<file path="config.mk">
export PLATFORM = sky130hd
export DESIGN_NAME = phy_id_and_an_advertise_regs
export DESIGN_NICKNAME = d
export VERILOG_FILES = /design/src/core/phy_mgmt_pkg.sv /design/src/core/phy_id_and_an_advertise_regs.sv /design/src/core/pin_sync.sv
export VERILOG_INCLUDE_DIRS = /design/src /design/src/core
export SDC_FILE = /design/constraint.sdc
export NUM_CORES = 1
export LEC_CHECK = 0
export BUFFER_PORTS_ARGS = -buffer_cell sky130_fd_sc_hd__buf_2
export CAP_MARGIN = 5
export CORE_UTILIZATION = 55
export CTS_CLUSTER_SIZE = 40
export DETAILED_ROUTE_END_ITERATION = 6
export PLACE_DENSITY_LB_ADDON = 0.12
export SLEW_MARGIN = 20
export SYNTH_ARGS = -nofsm -noshare
export SYNTH_HDL_FRONTEND = slang
export SYNTH_SLANG_ARGS = --single-unit
</file>
<file path="constraint.sdc">
create_clock -name ref_clk -period 2.3 [get_ports ref_clk]
set_input_delay 0.115 -clock ref_clk [delete_from_list [all_inputs] [get_ports ref_clk]]
set_output_delay 0.115 -clock ref_clk [all_outputs]
set_load 0.005 [all_outputs]
</file>
<file path="src/core/phy_mgmt_regs.svh">
`ifndef PHY_MGMT_REGS_SVH
`define PHY_MGMT_REGS_SVH

// Register addresses on the management bus.
`define REG_BASIC_STATUS 5'h01
`define REG_IDENT_HIGH 5'h02
`define REG_IDENT_LOW 5'h03
`define REG_ADVERTISE 5'h04

// Field positions of the advertisement register.
`define ADV_NEXT_PAGE 15
`define ADV_RESERVED_14 14
`define ADV_REMOTE_FAULT 13
`define ADV_RESERVED_12 12
`define ADV_ASYM_PAUSE 11
`define ADV_PAUSE 10
`define ADV_T4 9
`define ADV_FAST_FD 8
`define ADV_FAST 7
`define ADV_TEN_FD 6
`define ADV_TEN 5
`define ADV_SEL_MSB 4
`define ADV_SEL_LSB 0

// Reset values of the advertisement register.
`define ADV_SELECTOR_RESET 5'h01
`define ADV_TEN_FD_RESET 1'h1
`define ADV_TEN_RESET 1'h1

// Field positions of the identification registers.
`define IDENT_ORG_LOW_MSB 15
`define IDENT_ORG_LOW_LSB 10
`define IDENT_MODEL_MSB 9
`define IDENT_MODEL_LSB 4
`define IDENT_REV_MSB 3
`define IDENT_REV_LSB 0

// Status register field position.
`define STATUS_AN_COMPLETE 5

// Pause resolution field positions in the control register.
`define CTRL_PAUSE_TX 13
`define CTRL_PAUSE_RX 12

// Management frame counts.
`define PREAMBLE_BITS 6'd32
`define OP_READ 2'h2
`define OP_WRITE 2'h1
`define LAST_OP_BIT 6'd1
`define LAST_ADDR_BIT 6'd4
`define LAST_DATA_BIT 6'd15

`endif

</file>
<file path="src/core/phy_mgmt_pkg.sv">
`default_nettype none

package phy_mgmt_pkg;

  typedef enum logic [2:0] {
    st_idle,
    st_start,
    st_op,
    st_phy_addr,
    st_reg_addr,
    st_turnaround,
    st_data
  } frame_state_t;

  typedef struct packed {
    frame_state_t st;
    logic [5:0] cnt;
    logic op_read;
    logic addr_ok;
    logic [4:0] reg_addr;
    logic [15:0] shift;
    logic mdc_prev;
    logic mdio_out;
    logic mdio_oe;
    logic next_page_request;
    logic remote_fault_advertise;
    logic asymmetric_pause_advertise;
    logic pause_advertise;
    logic fast_full_duplex_ability;
    logic fast_ability;
    logic ten_full_duplex_ability;
    logic ten_ability;
    logic [4:0] selector;
    logic [1:0] pause_res;
  } mgmt_state_t;

endpackage

`default_nettype wire

</file>
<file path="src/core/phy_id_and_an_advertise_regs.sv">
`timescale 1ns/1ns
`default_nettype none

`include "phy_mgmt_regs.svh"

module phy_id_and_an_advertise_regs
#(
  parameter logic [4:0] PHY_ADDR = 5'h01,
  // Arbitrary identifier, model and revision values.
  parameter logic [23:0] ORG_ID = 24'h5a3c96,
  parameter logic [5:0] VENDOR_MODEL = 6'h2a,
  parameter logic [3:0] MODEL_REV = 4'h3
)
(
  input wire logic ref_clk,
  input wire logic reset,
  input wire logic mdc,
  input wire logic mdio_in,
  output logic mdio_out,
  output logic mdio_oe,
  input wire logic strap_fast_full_duplex,
  input wire logic strap_fast,
  input wire logic autoneg_complete,
  input wire logic full_duplex,
  input wire logic partner_pause,
  input wire logic partner_asym_pause,
  output logic [15:0] advertise_word,
  output logic [1:0] pause_resolution
);

  import phy_mgmt_pkg::*;

  phy_mgmt_pkg::mgmt_state_t s;
  phy_mgmt_pkg::mgmt_state_t next_s;
  logic mdc_s;
  logic mdio_s;
  logic strap_fd_s;
  logic strap_tx_s;
  logic mdc_rise;
  logic [15:0] adv_word;
  logic [15:0] ident_high;
  logic [15:0] ident_low;
  logic [15:0] status_word;
  logic [15:0] write_word;

  pin_sync sync_mdc
  (
    .ref_clk(ref_clk),
    .reset(reset),
    .pin(mdc),
    .synced(mdc_s)
  );

  pin_sync sync_mdio
  (
    .ref_clk(ref_clk),
    .reset(reset),
    .pin(mdio_in),
    .synced(mdio_s)
  );

  // Strap synchronisers keep running through reset so the strap level reaches the register.
  pin_sync sync_strap_fd
  (
    .ref_clk(ref_clk),
    .reset(1'b0),
    .pin(strap_fast_full_duplex),
    .synced(strap_fd_s)
  );

  pin_sync sync_strap_tx
  (
    .ref_clk(ref_clk),
    .reset(1'b0),
    .pin(strap_fast),
    .synced(strap_tx_s)
  );

  // The identifier drops its two top bits and splits across two registers.
  assign ident_high = ORG_ID[21:6];
  assign ident_low = {ORG_ID[5:0], VENDOR_MODEL, MODEL_REV};

  always_comb
  begin
    status_word = 16'h0000;
    status_word[`STATUS_AN_COMPLETE] = autoneg_complete;
  end

  // Reserved and unsupported bits are forced to zero on read.
  always_comb
  begin
    adv_word = 16'h0000;
    adv_word[`ADV_NEXT_PAGE] = s.next_page_request;
    adv_word[`ADV_RESERVED_14] = 1'b0;
    adv_word[`ADV_REMOTE_FAULT] = s.remote_fault_advertise;
    adv_word[`ADV_RESERVED_12] = 1'b0;
    adv_word[`ADV_ASYM_PAUSE] = s.asymmetric_pause_advertise;
    adv_word[`ADV_PAUSE] = s.pause_advertise;
    adv_word[`ADV_T4] = 1'b0;
    adv_word[`ADV_FAST_FD] = s.fast_full_duplex_ability;
    adv_word[`ADV_FAST] = s.fast_ability;
    adv_word[`ADV_TEN_FD] = s.ten_full_duplex_ability;
    adv_word[`ADV_TEN] = s.ten_ability;
    adv_word[`ADV_SEL_MSB:`ADV_SEL_LSB] = s.selector;
  end

  function automatic logic [15:0] read_word(input logic [4:0] addr);
    logic [15:0] w;
    w = 16'h0000;
    if (addr == `REG_BASIC_STATUS)
      w = status_word;
    else if (addr == `REG_IDENT_HIGH)
      w = ident_high;
    else if (addr == `REG_IDENT_LOW)
      w = ident_low;
    else if (addr == `REG_ADVERTISE)
      w = adv_word;
    else
      w = 16'h0000;
    return w;
  endfunction

  assign write_word = {s.shift[14:0], mdio_s};
  assign mdc_rise = mdc_s & ~s.mdc_prev;

  always_comb
  begin
    next_s = s;
    next_s.mdc_prev = mdc_s;
    // Pause resolution: bit 1 enables transmit pause, bit 0 receive pause.
    next_s.pause_res = 2'h0;
    if (full_duplex)
    begin
      if (s.pause_advertise && partner_pause)
        next_s.pause_res = 2'h3;
      else if (!s.pause_advertise && s.asymmetric_pause_advertise && partner_pause && partner_asym_pause)
        next_s.pause_res = 2'h2;
      else if (s.pause_advertise && s.asymmetric_pause_advertise && !partner_pause && partner_asym_pause)
        next_s.pause_res = 2'h1;
      else
        next_s.pause_res = 2'h0;
    end
    if (mdc_rise)
    begin
      case (s.st)
        st_idle:
        begin
          if (mdio_s)
          begin
            if (s.cnt != `PREAMBLE_BITS)
              next_s.cnt = s.cnt + 6'd1;
          end
          else if (s.cnt == `PREAMBLE_BITS)
            next_s.st = st_start;
          else
            next_s.cnt = 6'd0;
        end
        st_start:
        begin
          next_s.cnt = 6'd0;
          next_s.st = mdio_s ? st_op : st_idle;
        end
        st_op:
        begin
          next_s.shift = write_word;
          next_s.cnt = s.cnt + 6'd1;
          if (s.cnt == `LAST_OP_BIT)
          begin
            next_s.cnt = 6'd0;
            next_s.op_read = (write_word[1:0] == `OP_READ);
            if (write_word[1:0] == `OP_READ || write_word[1:0] == `OP_WRITE)
              next_s.st = st_phy_addr;
            else
              next_s.st = st_idle;
          end
        end
        st_phy_addr:
        begin
          next_s.shift = write_word;
          next_s.cnt = s.cnt + 6'd1;
          if (s.cnt == `LAST_ADDR_BIT)
          begin
            next_s.cnt = 6'd0;
            next_s.addr_ok = (write_word[4:0] == PHY_ADDR);
            next_s.st = st_reg_addr;
          end
        end
        st_reg_addr:
        begin
          next_s.shift = write_word;
          next_s.cnt = s.cnt + 6'd1;
          if (s.cnt == `LAST_ADDR_BIT)
          begin
            next_s.cnt = 6'd0;
            next_s.reg_addr = write_word[4:0];
            next_s.st = st_turnaround;
          end
        end
        st_turnaround:
        begin
          next_s.cnt = s.cnt + 6'd1;
          if (s.cnt == 6'd0)
          begin
            if (s.op_read && s.addr_ok)
            begin
              next_s.mdio_oe = 1'b1;
              next_s.mdio_out = 1'b0;
              next_s.shift = read_word(s.reg_addr);
            end
          end
          else
          begin
            next_s.cnt = 6'd0;
            next_s.st = st_data;
            if (s.op_read && s.addr_ok)
            begin
              next_s.mdio_out = s.shift[15];
              next_s.shift = {s.shift[14:0], 1'b0};
            end
          end
        end
        st_data:
        begin
          next_s.cnt = s.cnt + 6'd1;
          if (s.op_read)
          begin
            next_s.mdio_out = s.shift[15];
            next_s.shift = {s.shift[14:0], 1'b0};
          end
          else
            next_s.shift = write_word;
          if (s.cnt == `LAST_DATA_BIT)
          begin
            next_s.cnt = 6'd0;
            next_s.st = st_idle;
            next_s.mdio_oe = 1'b0;
            next_s.mdio_out = 1'b0;
            // Only the advertisement register takes writes; others ignore them.
            if (!s.op_read && s.addr_ok && s.reg_addr == `REG_ADVERTISE)
            begin
              next_s.next_page_request = write_word[`ADV_NEXT_PAGE];
              next_s.remote_fault_advertise = write_word[`ADV_REMOTE_FAULT];
              next_s.asymmetric_pause_advertise = write_word[`ADV_ASYM_PAUSE];
              next_s.pause_advertise = write_word[`ADV_PAUSE];
              next_s.fast_full_duplex_ability = write_word[`ADV_FAST_FD];
              next_s.fast_ability = write_word[`ADV_FAST];
              next_s.ten_full_duplex_ability = write_word[`ADV_TEN_FD];
              next_s.ten_ability = write_word[`ADV_TEN];
              next_s.selector = write_word[`ADV_SEL_MSB:`ADV_SEL_LSB];
            end
          end
        end
        default:
        begin
          next_s.st = st_idle;
          next_s.cnt = 6'd0;
        end
      endcase
    end
    if (reset)
    begin
      next_s = '0;
      next_s.st = st_idle;
      next_s.fast_full_duplex_ability = strap_fd_s;
      next_s.fast_ability = strap_tx_s;
      next_s.ten_full_duplex_ability = `ADV_TEN_FD_RESET;
      next_s.ten_ability = `ADV_TEN_RESET;
      next_s.selector = `ADV_SELECTOR_RESET;
    end
  end

  always_ff @(posedge ref_clk)
  begin
    s <= next_s;
  end

  assign mdio_out = s.mdio_out;
  assign mdio_oe = s.mdio_oe;
  assign advertise_word = adv_word;
  assign pause_resolution = s.pause_res;

endmodule // phy_id_and_an_advertise_regs

`default_nettype wire

</file>
<file path="src/core/pin_sync.sv">
`timescale 1ns/1ns
`default_nettype none

module pin_sync
(
  input wire logic ref_clk,
  input wire logic reset,
  input wire logic pin,
  output logic synced
);

  logic stage1;

  // The first stage feeds only the second.
  always_ff @(posedge ref_clk)
  begin
    if (reset)
    begin
      stage1 <= 1'b0;
      synced <= 1'b0;
    end
    else
    begin
      stage1 <= pin;
      synced <= stage1;
    end
  end

endmodule // pin_sync

`default_nettype wire

</file>
# [Word level (Yosys, flattened, before mapping)]
# Cells that the tools add are included.
[totals] register_bits=58 input_bits=10 output_inout_bits=20
[op_classes] addsub=1 n_eq_ne=30 mux=37 bitwise=3 reduce_logical=34
[op_table] op="2-to-1 mux 16 bit" n=7
[op_table] op="case mux 9 bit (7 select lines)" n=1
[op_table] op="2-to-1 mux 9 bit" n=6
[op_table] op="case mux 16 bit (3 select lines)" n=1
[op_table] op="2-to-1 mux 6 bit" n=3
[op_table] op="!= test 2 bit, second input constant" n=9
[op_table] op="2-to-1 mux 15 bit" n=1
[op_table] op="AND reduction 3 bit" n=5
[op_table] op="2-to-1 mux 13 bit" n=1
[op_table] op="2-to-1 mux 2 bit" n=6
[op_table] op="AND reduction 4 bit" n=3
[op_table] op="2-to-1 mux 11 bit" n=1
[op_table] op="equality test 5 x 1 -> 1 bit, second input constant" n=2
[op_table] op="equality test 5 x 2 -> 1 bit, second input constant" n=2
[op_table] op="logical AND 1 bit" n=10
[op_table] op="2-to-1 mux 10 bit" n=1
[op_table] op="nonzero test 2 bit" n=5
[op_table] op="equality test 3 bit, second input constant" n=3
[op_table] op="AND reduction 8 bit" n=1
[op_table] op="adder 6 x 1 -> 6 bit, second input constant" n=1
[op_table] op="equality test 3 x 2 -> 1 bit, second input constant" n=2
[op_table] op="equality test 6 x 1 -> 1 bit, second input constant" n=1
[op_table] op="equality test 6 x 3 -> 1 bit, second input constant" n=1
[op_table] op="equality test 6 x 4 -> 1 bit, second input constant" n=1
[op_table] op="other kinds (21)" n=31

# [Longest topological paths before layout]
# Gate-level depths: netlist (run 1).
[logic_depth] depth_word=8 ltp_mapped=8 ltp_nobuf=7

# [Modules after synthesis]
# Synthesis (run 1) repeated with hierarchy kept, for this count alone.
[unflattened] cells_unflattened=346 area_unflattened_um2=2976.6
[by_module_without_submodules] module="phy_id_and_an_advertise_regs" instances=1 cells_each=330 area_per_inst_um2=2766.4 seq_area_each_um2=1021.0
[by_module_without_submodules] module="pin_sync" instances=4 cells_each=4 area_per_inst_um2=52.6 seq_area_each_um2=40.0

# [Worst setup path before layout (run 1)]
# No wires, ideal clock.
[synth_timing] kind="reg-to-reg" start="reg s[41] (netlist bit)" end="reg s, in the netlist advertise_word[7] (enable)" setup_ns=0.292 arrival_time_ns=1.720 path_slack_ns=0.289 path_stages_with_launch=8 n_path_buf=2 synth_period_minus_slack_ns=2.011 cell_sequence="dfxtp_1 ha_1 nand3_1 or4_4 and4b_1 buf_6 buf_12 or2_2"
[synth_via] elab_chain_cells=3
[synth_rtl] item="from (decl)" line_no="phy_id_and_an_advertise_regs.sv:33" rtl="phy_mgmt_pkg::mgmt_state_t s;"
[synth_rtl] item="from (signal assigned)" line_no="phy_id_and_an_advertise_regs.sv:274" rtl="s <= next_s;"
[synth_rtl] item="equality test 6 x 4 -> 1 bit (no source line)"
[synth_rtl] item="nonzero test 2 bit (no source line)"
[synth_rtl] item="AND reduction 4 bit (no source line)"
# No other way between the ends.
# A chain may end at the register's enable or synchronous reset.

# [Final worst setup path (run 1)]
[layout_timing] start="reg s[42] (netlist bit)" end="reg s[47] (netlist bit)"
[layout_via] elab_chain_cells=3 word_cells_on_any_way=12 cone_classes="eq/ne: 10; reduce/logical: 2"
[layout_rtl] item="equality test 6 x 4 -> 1 bit (no source line), or another cell as far along"
[layout_rtl] item="!= test 2 bit (no source line)"
[layout_rtl] item="AND reduction 8 bit (no source line) *"
# Every way passes the cells marked *; elsewhere a longest branch is shown, timed or not.

==> results.cfg, run 1 <==
[status]
status = finished, final reports clean

[clock_tree]
cts.sinks = 58
cts_resized = 0
holdBufCountCts = 4
htree_num_levels = 3
cts_root_buf = clkbuf_8
clk_latency_ns = 0.33
cts_tree = built
cts_buffer_depth = 2
numCtsBuffers = 9
cts_setup_buffers = 0
clk_pin_slew_ns = 0.07

[yosys]
synth_cell_types = 61
synth_seq_cells = 58
synth_seq_area_share_pct = 38.9
syn-cell-area_um2 = 3030
ys_warn_count = 0
synthTopCellsByCount = dfxtp_1, nor2_1, nand2_1
synth-async-reset-ratio_pct = 0
synth_top_area_cell = dfxtp_1
synth-edff-count = 2
synth_cells = 352
synthTopCellsByArea = dfxtp_1, mux2i_1, buf_4
yosysMostFrequentCell = dfxtp_1
synth_area_per_cell_um2 = 8.62
synth_top_area_share_pct = 36.9
synth_ff_type = dfxtp_1

[global_routing]
globalRouteTotalUtil_pct = 25.2
grt_pass1_wl_mm = 11.6
grt_max_degree = 28
grt_pass1_vias = 2373
antenna_found_initial = 0
overflow = 0

[setup_path]
crit_type = register to register
worst_setup_path_end_kind = register
start_kind = register
worstSetupStartpoint = s[42]$_SDFFE_PP0P_
r2r-start = s[42]$_SDFFE_PP0P_
path_max_fanout = 6
crit_arrival_ns = 2.37
cp.required_ns = 2.53

[routing]
avgViaCountPerCell = 6.04
drc = 0
ant_nets = 0
dr.first_iter.drc_count = 221
wl_per_cell_um = 15.7
wl_mm = 6.94
first_pass_iters = 5
vias = 2675

[sta]
fmax_ghz = 0.469
setup_tns_ns = 0
rsz0062_at_grt = no
setup_violations = 0
report.final.slew_viol_count = 0
skew_ns = 0.00779
worst_pin_slew_ns = 0.569
slew_headroom_pct = 61.7
timing.final.crit_share_pct = 92.7
finalHoldViolations = 0
period_minus_slack_ns = 2.13

[worst_hold_path]
worstHoldStart = partner_pause
min_path_type = primary input to register

[layout]
final_util_pct = 65.6
multiInputGateArea_um2 = 1570
largest_reg_flops = 33
num-fill-cells = 447
num-nets-final = 383
regMostFlops = s
insertedDiodeCount = 0
syn_to_final_growth_pct = 12.5
drive_above_1_share_pct = 16.9
regArea_um2 = 1180

[power]
p_leak_nw = 1.31
ir_drop_v = 0.000633
p_per_area_nw_per_um2 = 685

[place]
io_buffer_count = 26
place_congestion = 0.936
place.detailed.hpwl_mm = 4.70

[floorplanning]
die_h_um = 76.3
ios = 30
initial_core_util_pct = 58.3
core_area_um2 = 5200
chipWidth_um = 76.3
die-area_um2 = 5820
rows = 26

[job]
drv_cap = 0
==> cell type report <==
type,count,area share (%)
multi-input combinational,248,46.1
sequential,58,34.6
timing repair buffer,44,8.06
clock buffer,11,4.77
clock inverter,5,3.12
tap,70,2.57
inverter,7,0.770
==> logic make-up after synthesis <==
family	count (synthesis)	share of synthesized area, %
buffers and inverters	48	9.44
multiplexers	19	6.27
AND/OR/NAND/NOR	138	24.6
flip-flops	58	38.9
adder cells (fa/ha/maj)	5	2.06
XOR/XNOR	1	0.289
other	1	0.124
AO/OA/AOI/OAI	82	18.3
==> worst max-delay path, stage by stage, from the launching register on <==
cell      delay, ns
dfxtp_1        0.34
inv_1          0.10
ha_1           0.20
nor2b_1        0.40
nand4b_1       0.20
and3_1         0.27
or2_1          0.31
a31o_1         0.22
==> metal layers <==
layer	wire length, um	GRT usage (%)
met5	0	0
met4	109	10.4
met3	491	6.23
met2	2890	34.9
met1	3450	37.0
==> final timing paths <==
| kind | depth (start not counted) | slack [ns] | to |
|---|---|---|---|
| worst min-delay path | 2 | 0.04 | pause_resolution[1]$_SDFF_PP0_ |
| worst max-delay path | 7 | 0.17 | s[47]$_SDFFE_PP0P_ |
| worst max register to register | 7 | 0.17 | s[47]$_SDFFE_PP0P_ |
| worst min register to register | 0 | 0.33 | sync_strap_tx.synced$_DFF_P_ |
==> layout by cell type (no fill, tap or decap), types with 6 or more instances in the layout <==
cell,n
inv_1,7
dfxtp_1,56
buf_2,26
nor3_1,6
a311oi_1,6
clkbuf_8,10
a21oi_1,22
mux2i_1,19
nor2b_1,11
nand2_1,30
nand3_1,19
buf_4,14
o21ai_0,14
nor2_1,32
o211ai_1,6
==> where the power goes <==
group	leakage (nW)	switching (mW)	total (mW)	internal (mW)
clock network	0.131	0.432	1.25	0.819
logic	0.702	0.0372	0.0617	0.0245
registers	0.473	0.00462	1.02	1.02
==> through the flow <==
stage	power (mW)	std cells	setup slack, ns	hold slack (ns)	instance area [um2]
2_1_floorplan	1.09	354	0.289	0.143	3040
3_5_place_dp	1.10	423	0.207	0.219	3100
6_report	2.34	443	0.167	0.0394	3410
3_3_place_gp	1.10	423	0.187	0.219	3100
5_1_grt	2.41	443	0.0354	0.0284	3410
4_1_cts	2.35	443	0.200	0.0287	3410
(Power assumes the default switching activity.)
==> run 2: changes to the inputs <==
--- a/config.mk
+++ b/config.mk
@@ -8,7 +8,7 @@
 export LEC_CHECK = 0
 export BUFFER_PORTS_ARGS = -buffer_cell sky130_fd_sc_hd__buf_2
 export CAP_MARGIN = 5
-export CORE_UTILIZATION = 55
+export CORE_UTILIZATION = 45
 export CTS_CLUSTER_SIZE = 40
 export DETAILED_ROUTE_END_ITERATION = 6
 export PLACE_DENSITY_LB_ADDON = 0.12
==> results.cfg, run 2 (synthesis gave the netlist of run 1 again) <==
[status]
status = complete, but fails checks
violations = design-rule violations

[job]
drv_cap = 0

[place]
io_buffer_count = 26
place.detailed.hpwl_mm = 4.72
place_congestion = 0.889

[layout]
mostFrequentLayoutCell = dfxtp_1
drive_above_1_share_pct = 17.2
num-fill-cells = 606
insertedDiodeCount = 0
final_cell_mix = dfxtp_1, nor2_1, nand2_1
num-nets-final = 383
regMostFlops = s
syn_to_final_growth_pct = 12.5
largest_reg_flops = 33

[global_routing]
antenna_found_initial = 0
overflow = 0
grt_pass1_wl_mm = 11.5
grt_pass1_vias = 2310
globalRouteTotalUtil_pct = 20.6
grt_max_degree = 30

[routing]
dr.first_iter.drc_count = 190
first_pass_iters = 6
wl_mm = 6.91
drc = 4
avgViaCountPerCell = 5.81
ant_nets = 0
wl_per_cell_um = 15.4
vias = 2614

[sta]
setup_tns_ns = 0
fmax_ghz = 0.462
finalHoldViolations = 0
slew_headroom_pct = 60.4
skew_ns = 0.00818
timing.final.crit_share_pct = 94.1
period_minus_slack_ns = 2.16
worst_pin_slew_ns = 0.588
rsz0062_at_grt = no
report.final.slew_viol_count = 0
setup_violations = 0

[setup_path]
crit_chain = inv_1 > ha_1 > nor2b_2 > nand4b_1 > and3_1 > or2_1 > a211oi_1
path_max_fanout = 7
crit_arrival_ns = 2.42
cpMaxStageDelayCell = dfxtp_1
path_delay_family = simple AND/OR/NAND/NOR gates
start_kind = register
cp.required_ns = 2.56
cp.buffers_inverters = 1
worstSetupStartpoint = s[41]$_SDFFE_PP0P_
r2r-start = s[41]$_SDFFE_PP0P_
crit_type = register to register
slowest_delay_ns = 0.35
worst_setup_path_end_kind = register

[floorplanning]
die-area_um2 = 7080
core_area_um2 = 6420
rows = 29
initial_core_util_pct = 47.2
ios = 30
chipWidth_um = 84.1
die_h_um = 84.1

[clock_tree]
cts.sinks = 58
cts_buffer_depth = 2
cts_root_buf = clkbuf_8
numCtsBuffers = 9
clk_latency_ns = 0.34
cts_tree = built
clk_pin_slew_ns = 0.07
htree_num_levels = 3
cts_setup_buffers = 0

[power]
ir_drop_v = 0.000456
internal_power_mw = 1.76
p_total_mw = 2.22
pwr-share-comb_pct = 2.8
power_frac_clock_pct = 51.1
p_leak_nw = 1.29
power.net_switching_uw = 463
swShare_pct = 20.8
p_per_area_nw_per_um2 = 652
seqPwrFrac_pct = 46.0

[worst_hold_path]
min_path_type = primary input to register
worstHoldStart = partner_pause
[run 2: cell count changes in the layout (fill, tap and decap cells not counted), sizes merged]
cell      previous run  this run
clkbuf              11         9
inv                  8         7
clkinv               0         2
clkinvlp             1         2
[run 2: per-layer routing]
layer  global-route usage (%)  wire length [um]
met4                     8.15               112
met1                     29.5              3450
met5                        0                 0
met2                     30.0              2950
met3                     4.85               396
[run 2: layout make-up]
class | instances | area, um2 | share of cell area (%)
clock inverters | 7 | 118 | 3.45
well taps | 77 | 96.3 | 2.82
flip-flops and latches | 58 | 1180 | 34.6
clock buffers | 9 | 124 | 3.63
multi-input cells | 248 | 1580 | 46.3
repair buffers | 44 | 288 | 8.43
inverters | 7 | 26.3 | 0.770
[run 2: worst paths after layout]
check / cells past startpoint / slack, ns / endpoint
max reg2reg: 7 / 0.14 / s[45]$_SDFFE_PP0P_
min reg2reg: 0 / 0.33 / sync_strap_tx.synced$_DFF_P_
min: 2 / 0.04 / pause_resolution[1]$_SDFF_PP0_
max: 7 / 0.14 / s[45]$_SDFFE_PP0P_
[run 2: what timing repair did]
action / CTS / global route
gates resized for setup: 0 / 1
setup endpoints to repair: 0 / 10
hold buffers: 4 / 0
endpoints found under the hold margin: 4 / 0
[run 2: through the flow]
step	std cells	area (um2)	setup slack [ns]	utilization, %	hold slack, ns
finish	450	3410	0.135	53.1	0.0424
global route	450	3410	0.00914	53.1	0.0177
CTS	450	3410	0.0472	53.1	0.0309
detailed placement	430	3130	0.0432	48.7	0.219
global placement	430	3130	0.116	48.7	0.220
floorplan	354	3040	0.289	-	0.143
[run 2: power groups by stage]
stage | Sequential (mW) | Combinational (mW) | Clock (mW)
after floorplan | 1.05 | 0.0427 | 0
after global placement | 1.05 | 0.0575 | 0
after detailed placement | 1.05 | 0.0573 | 0
after CTS | 1.02 | 0.0626 | 1.17
after global routing | 1.03 | 0.0695 | 1.22
final | 1.02 | 0.0631 | 1.14
